$ cat config.mk
export PLATFORM = sky130hd
export DESIGN_NAME = uec_classifier
export DESIGN_NICKNAME = d
export VERILOG_FILES = /design/src/uec_pkg.sv /design/src/uec_pred_select.sv /design/src/uec_classifier.sv
export SDC_FILE = /design/constraint.sdc
export NUM_CORES = 1
export LEC_CHECK = 0
export BUFFER_PORTS_ARGS = -buffer_cell sky130_fd_sc_hd__buf_4
export CAP_MARGIN = 25
export CELL_PAD_IN_SITES_DETAIL_PLACEMENT = 1
export CELL_PAD_IN_SITES_GLOBAL_PLACEMENT = 1
export CORE_MARGIN = 1.5
export CORE_UTILIZATION = 18
export DETAILED_ROUTE_END_ITERATION = 8
export GPL_TIMING_DRIVEN = 0
export PLACE_DENSITY = 0.77
export SYNTH_ARGS = -nofsm -noshare
export SYNTH_HDL_FRONTEND = slang
export SYNTH_SLANG_ARGS = --single-unit
$ cat constraint.sdc
create_clock -name clk -period 2 [get_ports clk]
set_clock_uncertainty 0.15 [all_clocks]
set_input_delay 0 -clock clk [delete_from_list [all_inputs] [get_ports clk]]
set_output_delay 0 -clock clk [all_outputs]
set_load 0.01 [all_outputs]
$ cat src/uec_pkg.sv
package uec_pkg;
    // ------------------------------------------------------------
    // Field layout
    // ------------------------------------------------------------
    localparam int UEC_WORD_W = 41;
    localparam int UEC_QP_LSB = 0;
    localparam int UEC_QP_W = 6;
    localparam int UEC_NUM_PRED = 64;
    localparam int UEC_SLOT_W = 2;
    localparam logic [1:0] UEC_TAIL_SLOT = 2'h2;
    localparam logic [5:0] UEC_QP_RESET = 6'h00;

    typedef enum logic [1:0] {
        UEC_CLS_VALID,
        UEC_CLS_IGNORED,
        UEC_CLS_RESERVED,
        UEC_CLS_RSV_PRED
    } uec_class_e;

    typedef enum logic [1:0] {
        UEC_ACT_EXEC,
        UEC_ACT_NOP,
        UEC_ACT_FAULT
    } uec_action_e;

    // Fetched word plus the table lookup made upstream
    typedef struct packed {
        logic [40:0] word;
        uec_class_e cls;
        logic [40:0] zero_mask;
        logic zero_has_qp;
        logic [1:0] slot;
        logic first_mark;
        logic last_mark;
        logic tail_mark;
    } uec_inst_s;

    typedef struct packed {
        uec_class_e cls;
        uec_action_e action;
        logic illegal_op;
        logic placement_err;
        logic [5:0] pred_sel;
    } uec_result_s;
endpackage : uec_pkg

$ cat src/uec_pred_select.sv
`timescale 1ns/1ps
`default_nettype none
module uec_pred_select #(
    parameter int NUM_PRED = 64
) (
    input wire logic [NUM_PRED-1:0] predicate_register_file,
    input wire logic [$clog2(NUM_PRED)-1:0] qualifying_predicate_field,
    output logic selected_predicate_bit
);
    initial begin
        if (NUM_PRED < 2) begin
            $error("NUM_PRED too small");
        end
    end
    // Entry zero is hardwired true in the predicate file
    always_comb begin
        if (qualifying_predicate_field == '0) begin
            selected_predicate_bit = 1'b1;
        end else begin
            selected_predicate_bit =
                predicate_register_file[qualifying_predicate_field];
        end
    end
endmodule : uec_pred_select
`default_nettype wire

$ cat src/uec_classifier.sv
// Notes on behaviour
// (RULE_01) Ignored encodings retire as no-operations
// (RULE_02) Reserved encodings raise illegal-operation fault
// (RULE_03) Predicated-reserved: fault if predicate one, else nop
// (RULE_04) Nonzero constant-zero field may fault
// (RULE_05) Predicate zero suppresses constant-zero fault
// (RULE_06) Zero field in bits 5:0 ignores predicate
// (RULE_07) Software codes ignored fields as zero
// (RULE_08) Ignored field contents never change behaviour
// (RULE_09) First-in-group marked instruction placed first
// (RULE_10) Last-in-group marked instruction placed last
// (RULE_11) Slot-restricted instruction only in slot 2
// (RULE_12) Output class and execute/nop/fault action
`timescale 1ns/1ps
`default_nettype none
module uec_classifier
    import uec_pkg::*;
#(
    parameter int NUM_PRED = uec_pkg::UEC_NUM_PRED,
    parameter bit CHECK_ZERO = 1'b1,
    parameter bit CHECK_PLACE = 1'b1
) (
    input wire logic clk,
    input wire logic srst,
    input wire logic ce,
    input wire logic in_valid,
    input wire uec_pkg::uec_inst_s in_inst,
    input wire logic group_start,
    input wire logic group_end,
    input wire logic [NUM_PRED-1:0] predicate_register_file,
    output logic out_valid,
    output uec_pkg::uec_result_s out_res
);
    import uec_pkg::*;

    initial begin
        if (NUM_PRED != 64) begin
            $error("Predicate field is six bits, NUM_PRED must be 64");
        end
    end

    // ------------------------------------------------------------
    // Predicate lookup
    // ------------------------------------------------------------
    logic [UEC_QP_W-1:0] qualifying_predicate_field;
    logic selected_predicate_bit;

    assign qualifying_predicate_field =
        in_inst.word[UEC_QP_LSB +: UEC_QP_W];

    uec_pred_select #(
        .NUM_PRED(NUM_PRED)
    ) u_pred (
        .predicate_register_file(predicate_register_file),
        .qualifying_predicate_field(qualifying_predicate_field),
        .selected_predicate_bit(selected_predicate_bit)
    );

    // ------------------------------------------------------------
    // Classification
    // ------------------------------------------------------------
    logic zero_bad;
    logic zero_fault;
    logic place_bad;
    logic next_out_valid;
    uec_result_s next_out_res;

    // Only masked bits are examined; all others are don't-care
    assign zero_bad = |(in_inst.word & in_inst.zero_mask); // RULE_08

    always_comb begin
        // Predicate gating only where bits 5:0 are a real predicate
        if (!CHECK_ZERO || !zero_bad) begin
            zero_fault = 1'b0;
        end else if (in_inst.zero_has_qp) begin
            zero_fault = selected_predicate_bit; // RULE_05
        end else begin
            zero_fault = 1'b1; // RULE_04 RULE_06
        end
    end

    // Placement misuse is reported, not enforced as a fault
    always_comb begin
        place_bad = 1'b0;
        if (CHECK_PLACE) begin
            place_bad = (in_inst.first_mark && !group_start) // RULE_09
                || (in_inst.last_mark && !group_end) // RULE_10
                || (in_inst.tail_mark
                    && in_inst.slot != UEC_TAIL_SLOT); // RULE_11
        end
    end

    always_comb begin
        next_out_valid = in_valid;
        next_out_res.cls = in_inst.cls; // RULE_12
        next_out_res.pred_sel = qualifying_predicate_field;
        next_out_res.placement_err = in_valid && place_bad;
        next_out_res.action = UEC_ACT_EXEC;
        unique case (in_inst.cls)
            UEC_CLS_VALID: begin
                if (zero_fault) begin
                    next_out_res.action = UEC_ACT_FAULT;
                end else if (in_inst.zero_has_qp
                    && !selected_predicate_bit) begin
                    next_out_res.action = UEC_ACT_NOP;
                end
            end
            UEC_CLS_IGNORED: begin
                next_out_res.action = UEC_ACT_NOP; // RULE_01
            end
            UEC_CLS_RESERVED: begin
                next_out_res.action = UEC_ACT_FAULT; // RULE_02
            end
            UEC_CLS_RSV_PRED: begin
                next_out_res.action = selected_predicate_bit ?
                    UEC_ACT_FAULT : UEC_ACT_NOP; // RULE_03
            end
        endcase
        next_out_res.illegal_op = in_valid
            && (next_out_res.action == UEC_ACT_FAULT);
    end

    // ------------------------------------------------------------
    // Output register
    // ------------------------------------------------------------
    always_ff @(posedge clk) begin
        if (srst) begin
            out_valid <= 1'b0;
            out_res <= '{cls: UEC_CLS_VALID, action: UEC_ACT_EXEC,
                illegal_op: 1'b0, placement_err: 1'b0,
                pred_sel: UEC_QP_RESET};
        end else if (ce) begin
            out_valid <= next_out_valid;
            out_res <= next_out_res;
        end
    end

    // ------------------------------------------------------------
    // Checks
    // ------------------------------------------------------------
    AST_IGNORED_NOP: assert property (@(posedge clk) disable iff (srst) // RULE_01
        ce && in_valid && in_inst.cls == UEC_CLS_IGNORED
        |=> out_res.action == UEC_ACT_NOP && !out_res.illegal_op)
        else $error("ignored encoding not a nop");

    AST_RESERVED_FAULT: assert property (@(posedge clk) disable iff (srst) // RULE_02
        ce && in_valid && in_inst.cls == UEC_CLS_RESERVED
        |=> out_res.illegal_op && out_valid)
        else $error("reserved encoding did not fault");

    AST_RSV_PRED: assert property (@(posedge clk) disable iff (srst) // RULE_03
        ce && in_valid && in_inst.cls == UEC_CLS_RSV_PRED
        |=> out_res.illegal_op == $past(selected_predicate_bit))
        else $error("predicated reserved outcome wrong");

    AST_ZERO_NOQP: assert property (@(posedge clk) disable iff (srst) // RULE_06
        ce && in_valid && in_inst.cls == UEC_CLS_VALID && CHECK_ZERO
        && zero_bad && !in_inst.zero_has_qp |=> out_res.illegal_op)
        else $error("nonzero constant field not faulted");

    AST_ZERO_SUPPRESS: assert property (@(posedge clk) disable iff (srst) // RULE_05
        ce && in_valid && in_inst.cls == UEC_CLS_VALID
        && in_inst.zero_has_qp && !selected_predicate_bit
        |=> !out_res.illegal_op)
        else $error("fault with false predicate");

    AST_ZERO_FAULT: assert property (@(posedge clk) disable iff (srst) // RULE_04
        ce && in_valid && in_inst.cls == UEC_CLS_VALID && CHECK_ZERO
        && zero_bad && selected_predicate_bit |=> out_res.illegal_op)
        else $error("constant field fault missing");

    AST_IGNORED_FIELDS: assert property (@(posedge clk) disable iff (srst) // RULE_08
        ce && in_valid && in_inst.cls == UEC_CLS_VALID && !zero_bad
        && selected_predicate_bit |=> out_res.action == UEC_ACT_EXEC)
        else $error("ignored field changed behaviour");

    AST_SLOT: assert property (@(posedge clk) disable iff (srst) // RULE_11
        ce && in_valid && CHECK_PLACE && in_inst.tail_mark
        && in_inst.slot != UEC_TAIL_SLOT |=> out_res.placement_err)
        else $error("slot restriction not reported");

    AST_CLASS: assert property (@(posedge clk) disable iff (srst) // RULE_12
        ce |=> out_res.cls == $past(in_inst.cls)
        && out_valid == $past(in_valid))
        else $error("class not passed through");

    AST_FREEZE: assert property (@(posedge clk) disable iff (srst)
        !ce |=> $stable(out_res) && $stable(out_valid))
        else $error("state moved with enable low");
endmodule : uec_classifier
`default_nettype wire

==> impl_summary.md, run 1 <==
Place
Counting tap cells, the placed design contains a total of 417 instances. The sum of net half-perimeters after detailed placement is 5996 um. At the end of routability-driven placement, the weighted congestion stood at 0.7837. The placed instance area is 2740 sq um.

The count of input and output buffers is 168.

Min path
The cell depth of the worst hold path is 3. The class of the worst hold path is in -> reg.

Worst setup path
The type of the worst setup path is in -> reg. The cell family contributing the most delay on the critical path is compound AO/OA/AOI/OAI gates. Measured in cells, the most critical reg-to-reg path has a length of 2.

STA classifies the critical path startpoint as an input port. The cell type of the slowest stage on the worst timing path is a2111oi_0. The delay of the slowest critical-path stage is 420 ps. Counting buffers and inverters, the worst setup path is 8 cells deep.

The largest fanout on the critical path is 10. STA puts the critical path data required time at 2000 ps. Walking the worst path, the cells encountered are buf_8 -> clkbuf_4 -> nor2b_1 -> a2111oi_0 -> nor3_1 -> o41ai_2 -> nand4_1 -> a311oi_1. STA puts the critical path data arrival time at 1900 ps. Counting both buffers and inverters, the worst setup path holds a total of 2. The kind of capture point of the worst setup path is a flop.

GRT
Global routing consumed, on the met1 layer, 18.47% of the routing resources. The global-route wire length before repair is 10860 um. The largest net degree at the start of global routing is 11.

met2 is the most crowded layer. In the global route stage, met2 resource usage came out at 30.98%. The initial antenna violation count is 0. In the global route stage, overall resource usage came out at 16.72%. The number of global-route vias before repair came to 2268.

For this run the aggregate overflow at the end of global routing stands at 0. The global-route track usage on met3 is 4.653%.

Floorplanning
The floorplan die height is 89.89 um. The core region is 7292 sq um. From left edge to right edge, the die measures 89.89 um. The I/O pin total is 173. The initial core utilization is 18.63%. After floorplanning, the core was divided into 31 placement rows.

The floorplan die area is 8079 sq um.

STA
Setup repair after global routing left no endpoint under its margin. The final critical path time including I/O delays and setup is 1898 ps. The setup-violating endpoint count in the final report is 0. At the pin with the least slew margin, the transition time is 655.8 ps. The number of endpoints with negative hold slack in the final report is 0.

The max-slew headroom at the worst pin is 56.28%. The final critical path takes up 94.91% of the cycle. Based on the critical path, the design can be clocked at up to 0.5268 GHz. The number of max-slew violations in the final report came to 0.

Synthesis
Counting flops and latches in the post-synthesis netlist gives 13. Synthesis handed over a netlist of 150 instances. Of all flip-flops after synthesis, the portion carrying an async set or reset was 0%. In this run the cell area of the synthesized design comes to 1359 sq um. Sequential cells were found to cover 19.15% of the synthesized design area. The synthesized area per cell is 9.059 sq um.

The number of synthesized flops with an enable pin is 0. The most used flip-flop cell after synthesis is dfxtp_1. The number of distinct library cells after synthesis is 38. Synthesis produced a netlist with a net count of 310.

The number of warnings printed during yosys synthesis is 0.

Detailed routing
Summed over all layers, the routed wires come to 6948 um. Detailed routing inserted a total of 2025 vias. The remaining number of nets flagged by the antenna check after routing is 0. The number of search-and-repair iterations in the first detailed-routing pass is 4. In the final routed layout, each cell accounts on average for 16.20 um. The final routed DRC violation total is 0. The iteration-0 DRC count of the detailed router is 26. The number of vias per cell after detailed routing is 4.720.

Clock tree
The depth of the CTS H-tree is 1. The clock transition time at the flip-flop clock pins of the worst setup and hold paths is 60 ps. The largest buffer count on any clock path is 2.

The number of buffers inserted to repair setup after CTS is 0. At the later pin of the worst-skew pair, clock insertion delay measures 240 ps. TritonCTS built the clock tree. The clock sink count is 13. The number of buffers inserted during clock tree synthesis is 3. The cell at the root of the clock tree is clkbuf_8.

Layout
Fill cells in the final layout number 916. Compared with the post-synthesis result, the final layout area differs by 111.6%. The register area is 260.3 sq um. Excluding fillers, the count of instances in the completed layout stands at 429. The library cells used most frequently in the layout, excluding fill and tap cells, are 168 x buf_4, 14 x nor2_1, 14 x a22oi_1. Of the cells placed in the final design, the portion with a size suffix greater than 1 is 60.00%.

After routing the design area is 2875 sq um. Summing all multi-input logic gate instances after layout gives 1018 sq um. The number of antenna diodes in the final layout is 0. The library cell used most frequently in the layout, excluding fill and tap cells, is buf_4. The post-layout net count is 491.

Power
The standby leakage power is 1.395 nW. The total power of the final layout is 1.027 mW. The power density over cell area is 357.2 nW/um^2. VDD sags by at most 0.1546 mV.

Flow run
The number of maximum-capacitance constraint violations is 0.

Outcome
The flow ran to the end, and the final reports show no timing, DRC or antenna violations.
[path summary, 6_finish.rpt]
| check | slack, ps | endpoint | from |
|---|---|---|---|
| setup / recovery | 100 | out_res[8]$_SDFFE_PP0P_ | in_inst[49] |
| hold / removal | 30 | out_res[11]$_SDFFE_PP0P_ | ce |
| setup reg to reg | 1170 | out_res[8]$_SDFFE_PP0P_ | out_res[8]$_SDFFE_PP0P_ |
| hold reg to reg | 330 | out_res[6]$_SDFFE_PP0P_ | out_res[6]$_SDFFE_PP0P_ |
[layout make-up]
type / count / share of cell area (%)
Tap cell: 99 / 4.308
Inverter: 6 / 0.7833
Clock buffer: 4 / 1.567
Multi-Input combinational cell: 120 / 35.42
Sequential cell: 13 / 9.051
Timing Repair Buffer: 176 / 46.65
Buffer: 11 / 2.219
[stage by stage]
step / setup TNS, ps / hold slack, ps / worst slack, ps / util [%]
6_report: 0 / 29.77 / 101.8 / 39.43
4_1_cts: 0 / 28.09 / 32.38 / 39.36
3_5_place_dp: -1325 / 54.24 / -459.1 / 37.58
3_3_place_gp: -1529 / 43.63 / -515.6 / 37.58
2_1_floorplan: 0 / -71.98 / 34.85 / -
5_1_grt: 0 / 63.55 / 4.640 / 39.43
[sequential cells by signal, indices dropped and copies added, names as in the netlist]
name	count
out_res	12
out_valid	1
[worst register-to-register path, delay by kind of cell (launching register included)]
family	cells	cell delay, ps
DFF	1	330
AOI/OAI and AO/OA	1	220
and+or+nand+nor	1	40
[cell families after synthesis]
kind of cell	Yosys count	synth area share (%)
and+or+nand+nor	44	16.76
DFF	13	19.15
AOI/OAI and AO/OA	44	24.77
muxes	32	33.98
buffers and inverters	17	5.340
[cells in the mapped netlist (2+ instances only)]
cell | instances | share of area (%)
mux4_2 | 5 | 8.3
nand2b_1 | 5 | 2.3
o22ai_1 | 6 | 2.8
mux2i_1 | 12 | 8.8
a21oi_1 | 4 | 1.5
a22o_1 | 4 | 2.6
a311o_1 | 2 | 1.5
nand4_1 | 3 | 1.4
nor4_1 | 2 | 0.92
nand3_1 | 4 | 1.5
nand2_1 | 3 | 0.83
mux4_1 | 4 | 7.7
nor3_1 | 6 | 2.2
dfxtp_1 | 13 | 19
a2111oi_0 | 2 | 1.3
a221oi_1 | 3 | 1.9
clkbuf_1 | 8 | 2.2
nor2b_1 | 2 | 0.92
a22oi_1 | 14 | 7.7
inv_1 | 6 | 1.7
nor2_1 | 14 | 3.9
mux2_2 | 11 | 9.1
o21ai_0 | 2 | 0.74
[timing repair]
item | CTS | global route
hold buffers | 8 | 0
pin swaps | 0 | 3
gates resized for setup | 4 | 4
endpoints found under the hold margin | 9 | 0
setup endpoints to repair | 3 | 2
[report_power, final]
part	total (mW)	switching, mW	internal [mW]
Sequential	0.285	0.00903	0.276
Combinational	0.509	0.174	0.335
Clock	0.233	0.0926	0.141
Total	1.03	0.275	0.752
[routing by layer]
metal,part of all wire [%],vias to the layer above
met4,1.4,0
met1,39,933
met5,0,-
li1,-,966
met3,8.5,10
met2,51,116
Power figures use the tool's default switching activity.
==> run 2: changes to the inputs <==
Settings changed: CORE_ASPECT_RATIO set to 1.5.
==> run 2 against run 1 <==
Compared with the run above: total power grew 1.6%; setup slack lost 10 ps; sequential cell count is the same; first-iteration DRC count grew 100%; non-clock buffer count shrank 1; global-route usage shrank 0.61 points; utilization grew 0.73 points; final cell count is the same; via count shrank 0.59%; the run now ends with hold timing left; hold slack lost 41 ps; largest power group unchanged; fmax shrank 0.54%.
==> impl_summary.md, run 2 (synthesis results as in run 1) <==
Clock tree
The number of buffers inserted to repair setup after CTS was 0 (unchanged). The depth of the CTS H-tree was 1 (unchanged). The cell at the root of the clock tree is clkbuf_8. The clock latency on the worst-skew pair is 240 ps (about the same). The clock sink count is 13 (unchanged). The clock transition time at the flip-flop clock pins of the worst setup and hold paths is 60 ps (about the same).

The largest buffer count on any clock path is 2 (unchanged). The number of buffers inserted during clock tree synthesis is 3 (unchanged). The clock tree from TritonCTS is yes.

Detailed routing
The remaining number of nets flagged by the antenna check after routing was 0 (unchanged). The via count is 2013 (-0.59%). The detail-routed net length per standard cell came to 16.32 um (+0.78%). The number of vias per cell after detailed routing is 4.692 (-0.59%).

The final routed DRC violation total is 0 (unchanged). The number of search-and-repair iterations in the first detailed-routing pass was 4 (unchanged). The overall routed net length is 7002 um (+0.78%). The iteration-0 DRC count of the detailed router is 53 (+100%).

Floorplanning
The I/O pin total is 173 (unchanged). The width of the die came to 73.94 um (-18%). The total number of placement rows is 38 (+23%). The core box area came to 7274 sq um (-0.24%). The floorplan die height is 109.4 um (+22%). The floorplan die area was 8090 sq um (+0.13%). The initial core utilization was 18.68% (+0.045 points).

Power
The power density over cell area is 357.1 nW/um^2 (about the same). The peak ir drop on the vdd network was 0.1787 mV (+16%). The standby leakage power was 1.413 nW (+1.3%).

Layout
The top cell types in the final layout, fill and taps aside, are 168 x buf_4, 14 x nor2_1, 14 x a22oi_1. The post-layout net count came to 490 (-0.20%). The finished layout cell area is 2922 sq um (+1.6%).

The number of flip-flops under the largest register name is 12 (unchanged). The register area is 260.3 sq um (unchanged). The library cell used most frequently in the layout, excluding fill and tap cells, is buf_4. The area of the multi-input gates is 1057 sq um (+3.8%). The largest registers in the layout are out_res: 12 flops, out_valid: 1 flops. Ranked by flip-flop count, first place goes to out_res. The antenna diode instance count is 0 (unchanged). The count of fill cells added during filler insertion was 897 (-2.1%). The area growth from synthesis to layout is 115.0%. The fraction of layout cells with a size suffix above 1 is 62.01% (+2.0 points).

Outcome
The final reports fail on hold timing. The flow ran to the end, but the final reports show violations.

Worst setup path
The required time at the worst-slack endpoint came to 1980 ps (-20 ps). The register-to-register setup slack is 1180 ps (about the same). The arrival time at the worst endpoint is 1890 ps (about the same). The beginning of the critical path is in_inst[49]. The critical path endpoint is out_res[7]$_SDFFE_PP0P_. The largest fanout on the critical path is 10 (unchanged). The path depth of the worst reg2reg path was 2 (unchanged). The end of the worst register-to-register path is out_res[8]$_SDFFE_PP0P_. The critical path is of the in -> reg type. The beginning of the worst register-to-register path is out_res[8]$_SDFFE_PP0P_.

The launching element type of the critical path is an input port. STA classifies the critical path endpoint as a flop.

GRT
The total global-route track usage is 16.11% (-0.61 points). The global-route wire length before repair came to 10160 um (-6.4%). The total congestion overflow is 0 (unchanged). The largest net degree at the start of global routing was 11 (unchanged). The number of global-route vias before repair was 2237 (-1.4%). The initial antenna violation count is 0 (unchanged).

Min path
The path class of the tightest hold or removal check is in -> reg.

Place
The worst slack after detailed placement is -574.9 ps (-115.9 ps). The final weighted congestion in routability-driven placement came to 0.7193 (-8.2%). The count of input and output buffers is 168 (unchanged). The sum of net half-perimeters after detailed placement is 6032 um (+0.60%). The placed instance area is 2741 sq um (about the same).

STA
The worst hold slack is -11.12 ps (-40.89 ps). The setup-violating endpoint count in the final report is 0 (unchanged). The worst-margin pin slew is 656.7 ps (+0.8754 ps).

The peak clock frequency supported by timing came to 0.5240 GHz (-0.54%). The share of the cycle needed by the critical path after routing is 95.43% (+0.52 points). The final critical path time including I/O delays and setup was 1909 ps (+10.31 ps).

The max-slew headroom at the worst pin is 56.22% (-0.058 points). The smallest setup slack after layout is 91.48 ps (-10.31 ps). The number of max-slew violations in the final report is 0 (unchanged). Setup repair after global routing left no endpoint under its margin. The number of endpoints with negative hold slack in the final report is 1 (+1).

Flow run
The number of maximum-capacitance constraint violations is 0 (unchanged).
run 2: where the power goes:
part,switching (mW),total [mW],internal (mW)
combinational,0.180,0.521,0.342
sequential,0.00891,0.285,0.276
clock,0.0996,0.237,0.138
total,0.288,1.04,0.755
run 2: repair_timing:
item	4_1_cts	5_1_grt
cloned	0	0
hold buffers	8	0
pin swaps	0	3
endpoints found under the setup margin	3	3
hold endpoints to repair	9	0
resized for setup	4	15
run 2: worst min-delay path by stage:
stage / from / endpoint / slack (ps) / cells past startpoint
after detailed placement: srst / out_res[8]$_SDFFE_PP0P_ / 50 / 2
after global routing: in_inst[50] / out_res[1]$_SDFFE_PP0P_ / 4 / 3
final: in_inst[50] / out_res[1]$_SDFFE_PP0P_ / -10 / 3
after global placement: srst / out_res[8]$_SDFFE_PP0P_ / 40 / 2
after floorplan: srst / out_res[8]$_SDFFE_PP0P_ / -70 / 1
after CTS: ce / out_res[5]$_SDFFE_PP0P_ / 20 / 3
run 2: critical path, cell delays in order:
cell,delay [ps]
buf_12,110
clkbuf_4,240
mux2_2,370
o22ai_1,170
nor3_1,100
o41ai_4,340
nand4_1,260
a32o_1,290
run 2: metrics by stage:
stage | hold slack (ps) | util (%) | instances | setup TNS [ps] | total power [mW]
after floorplan | -71.98 | - | 150 | 0 | 0.4774
after global placement | 41.47 | 37.68 | 418 | -1471 | 0.7745
after detailed placement | 46.94 | 37.68 | 418 | -1706 | 0.7867
after CTS | 21.67 | 39.49 | 430 | 0 | 1.042
after global routing | 3.946 | 40.16 | 429 | 0 | 1.112
final | -11.12 | 40.16 | 429 | 0 | 1.043
run 2: final cells by class:
cell class              count  share of cell area, %
flip-flops and latches     13                  8.908
repair buffers            176                  45.91
inverters                   6                 0.7709
clock buffers               3                  1.413
clock inverters             1                 0.1713
plain buffers              10                  2.355
well taps                 100                  4.283
multi-input cells         120                  36.19
run 2: routing by layer:
metal	vias to the layer above	global-route usage, %	part of all wire [%]
li1	961	-	-
met4	0	3.704	0.81
met5	-	0	0
met2	88	32.02	59
met3	6	3.116	6.0
met1	958	16.63	34
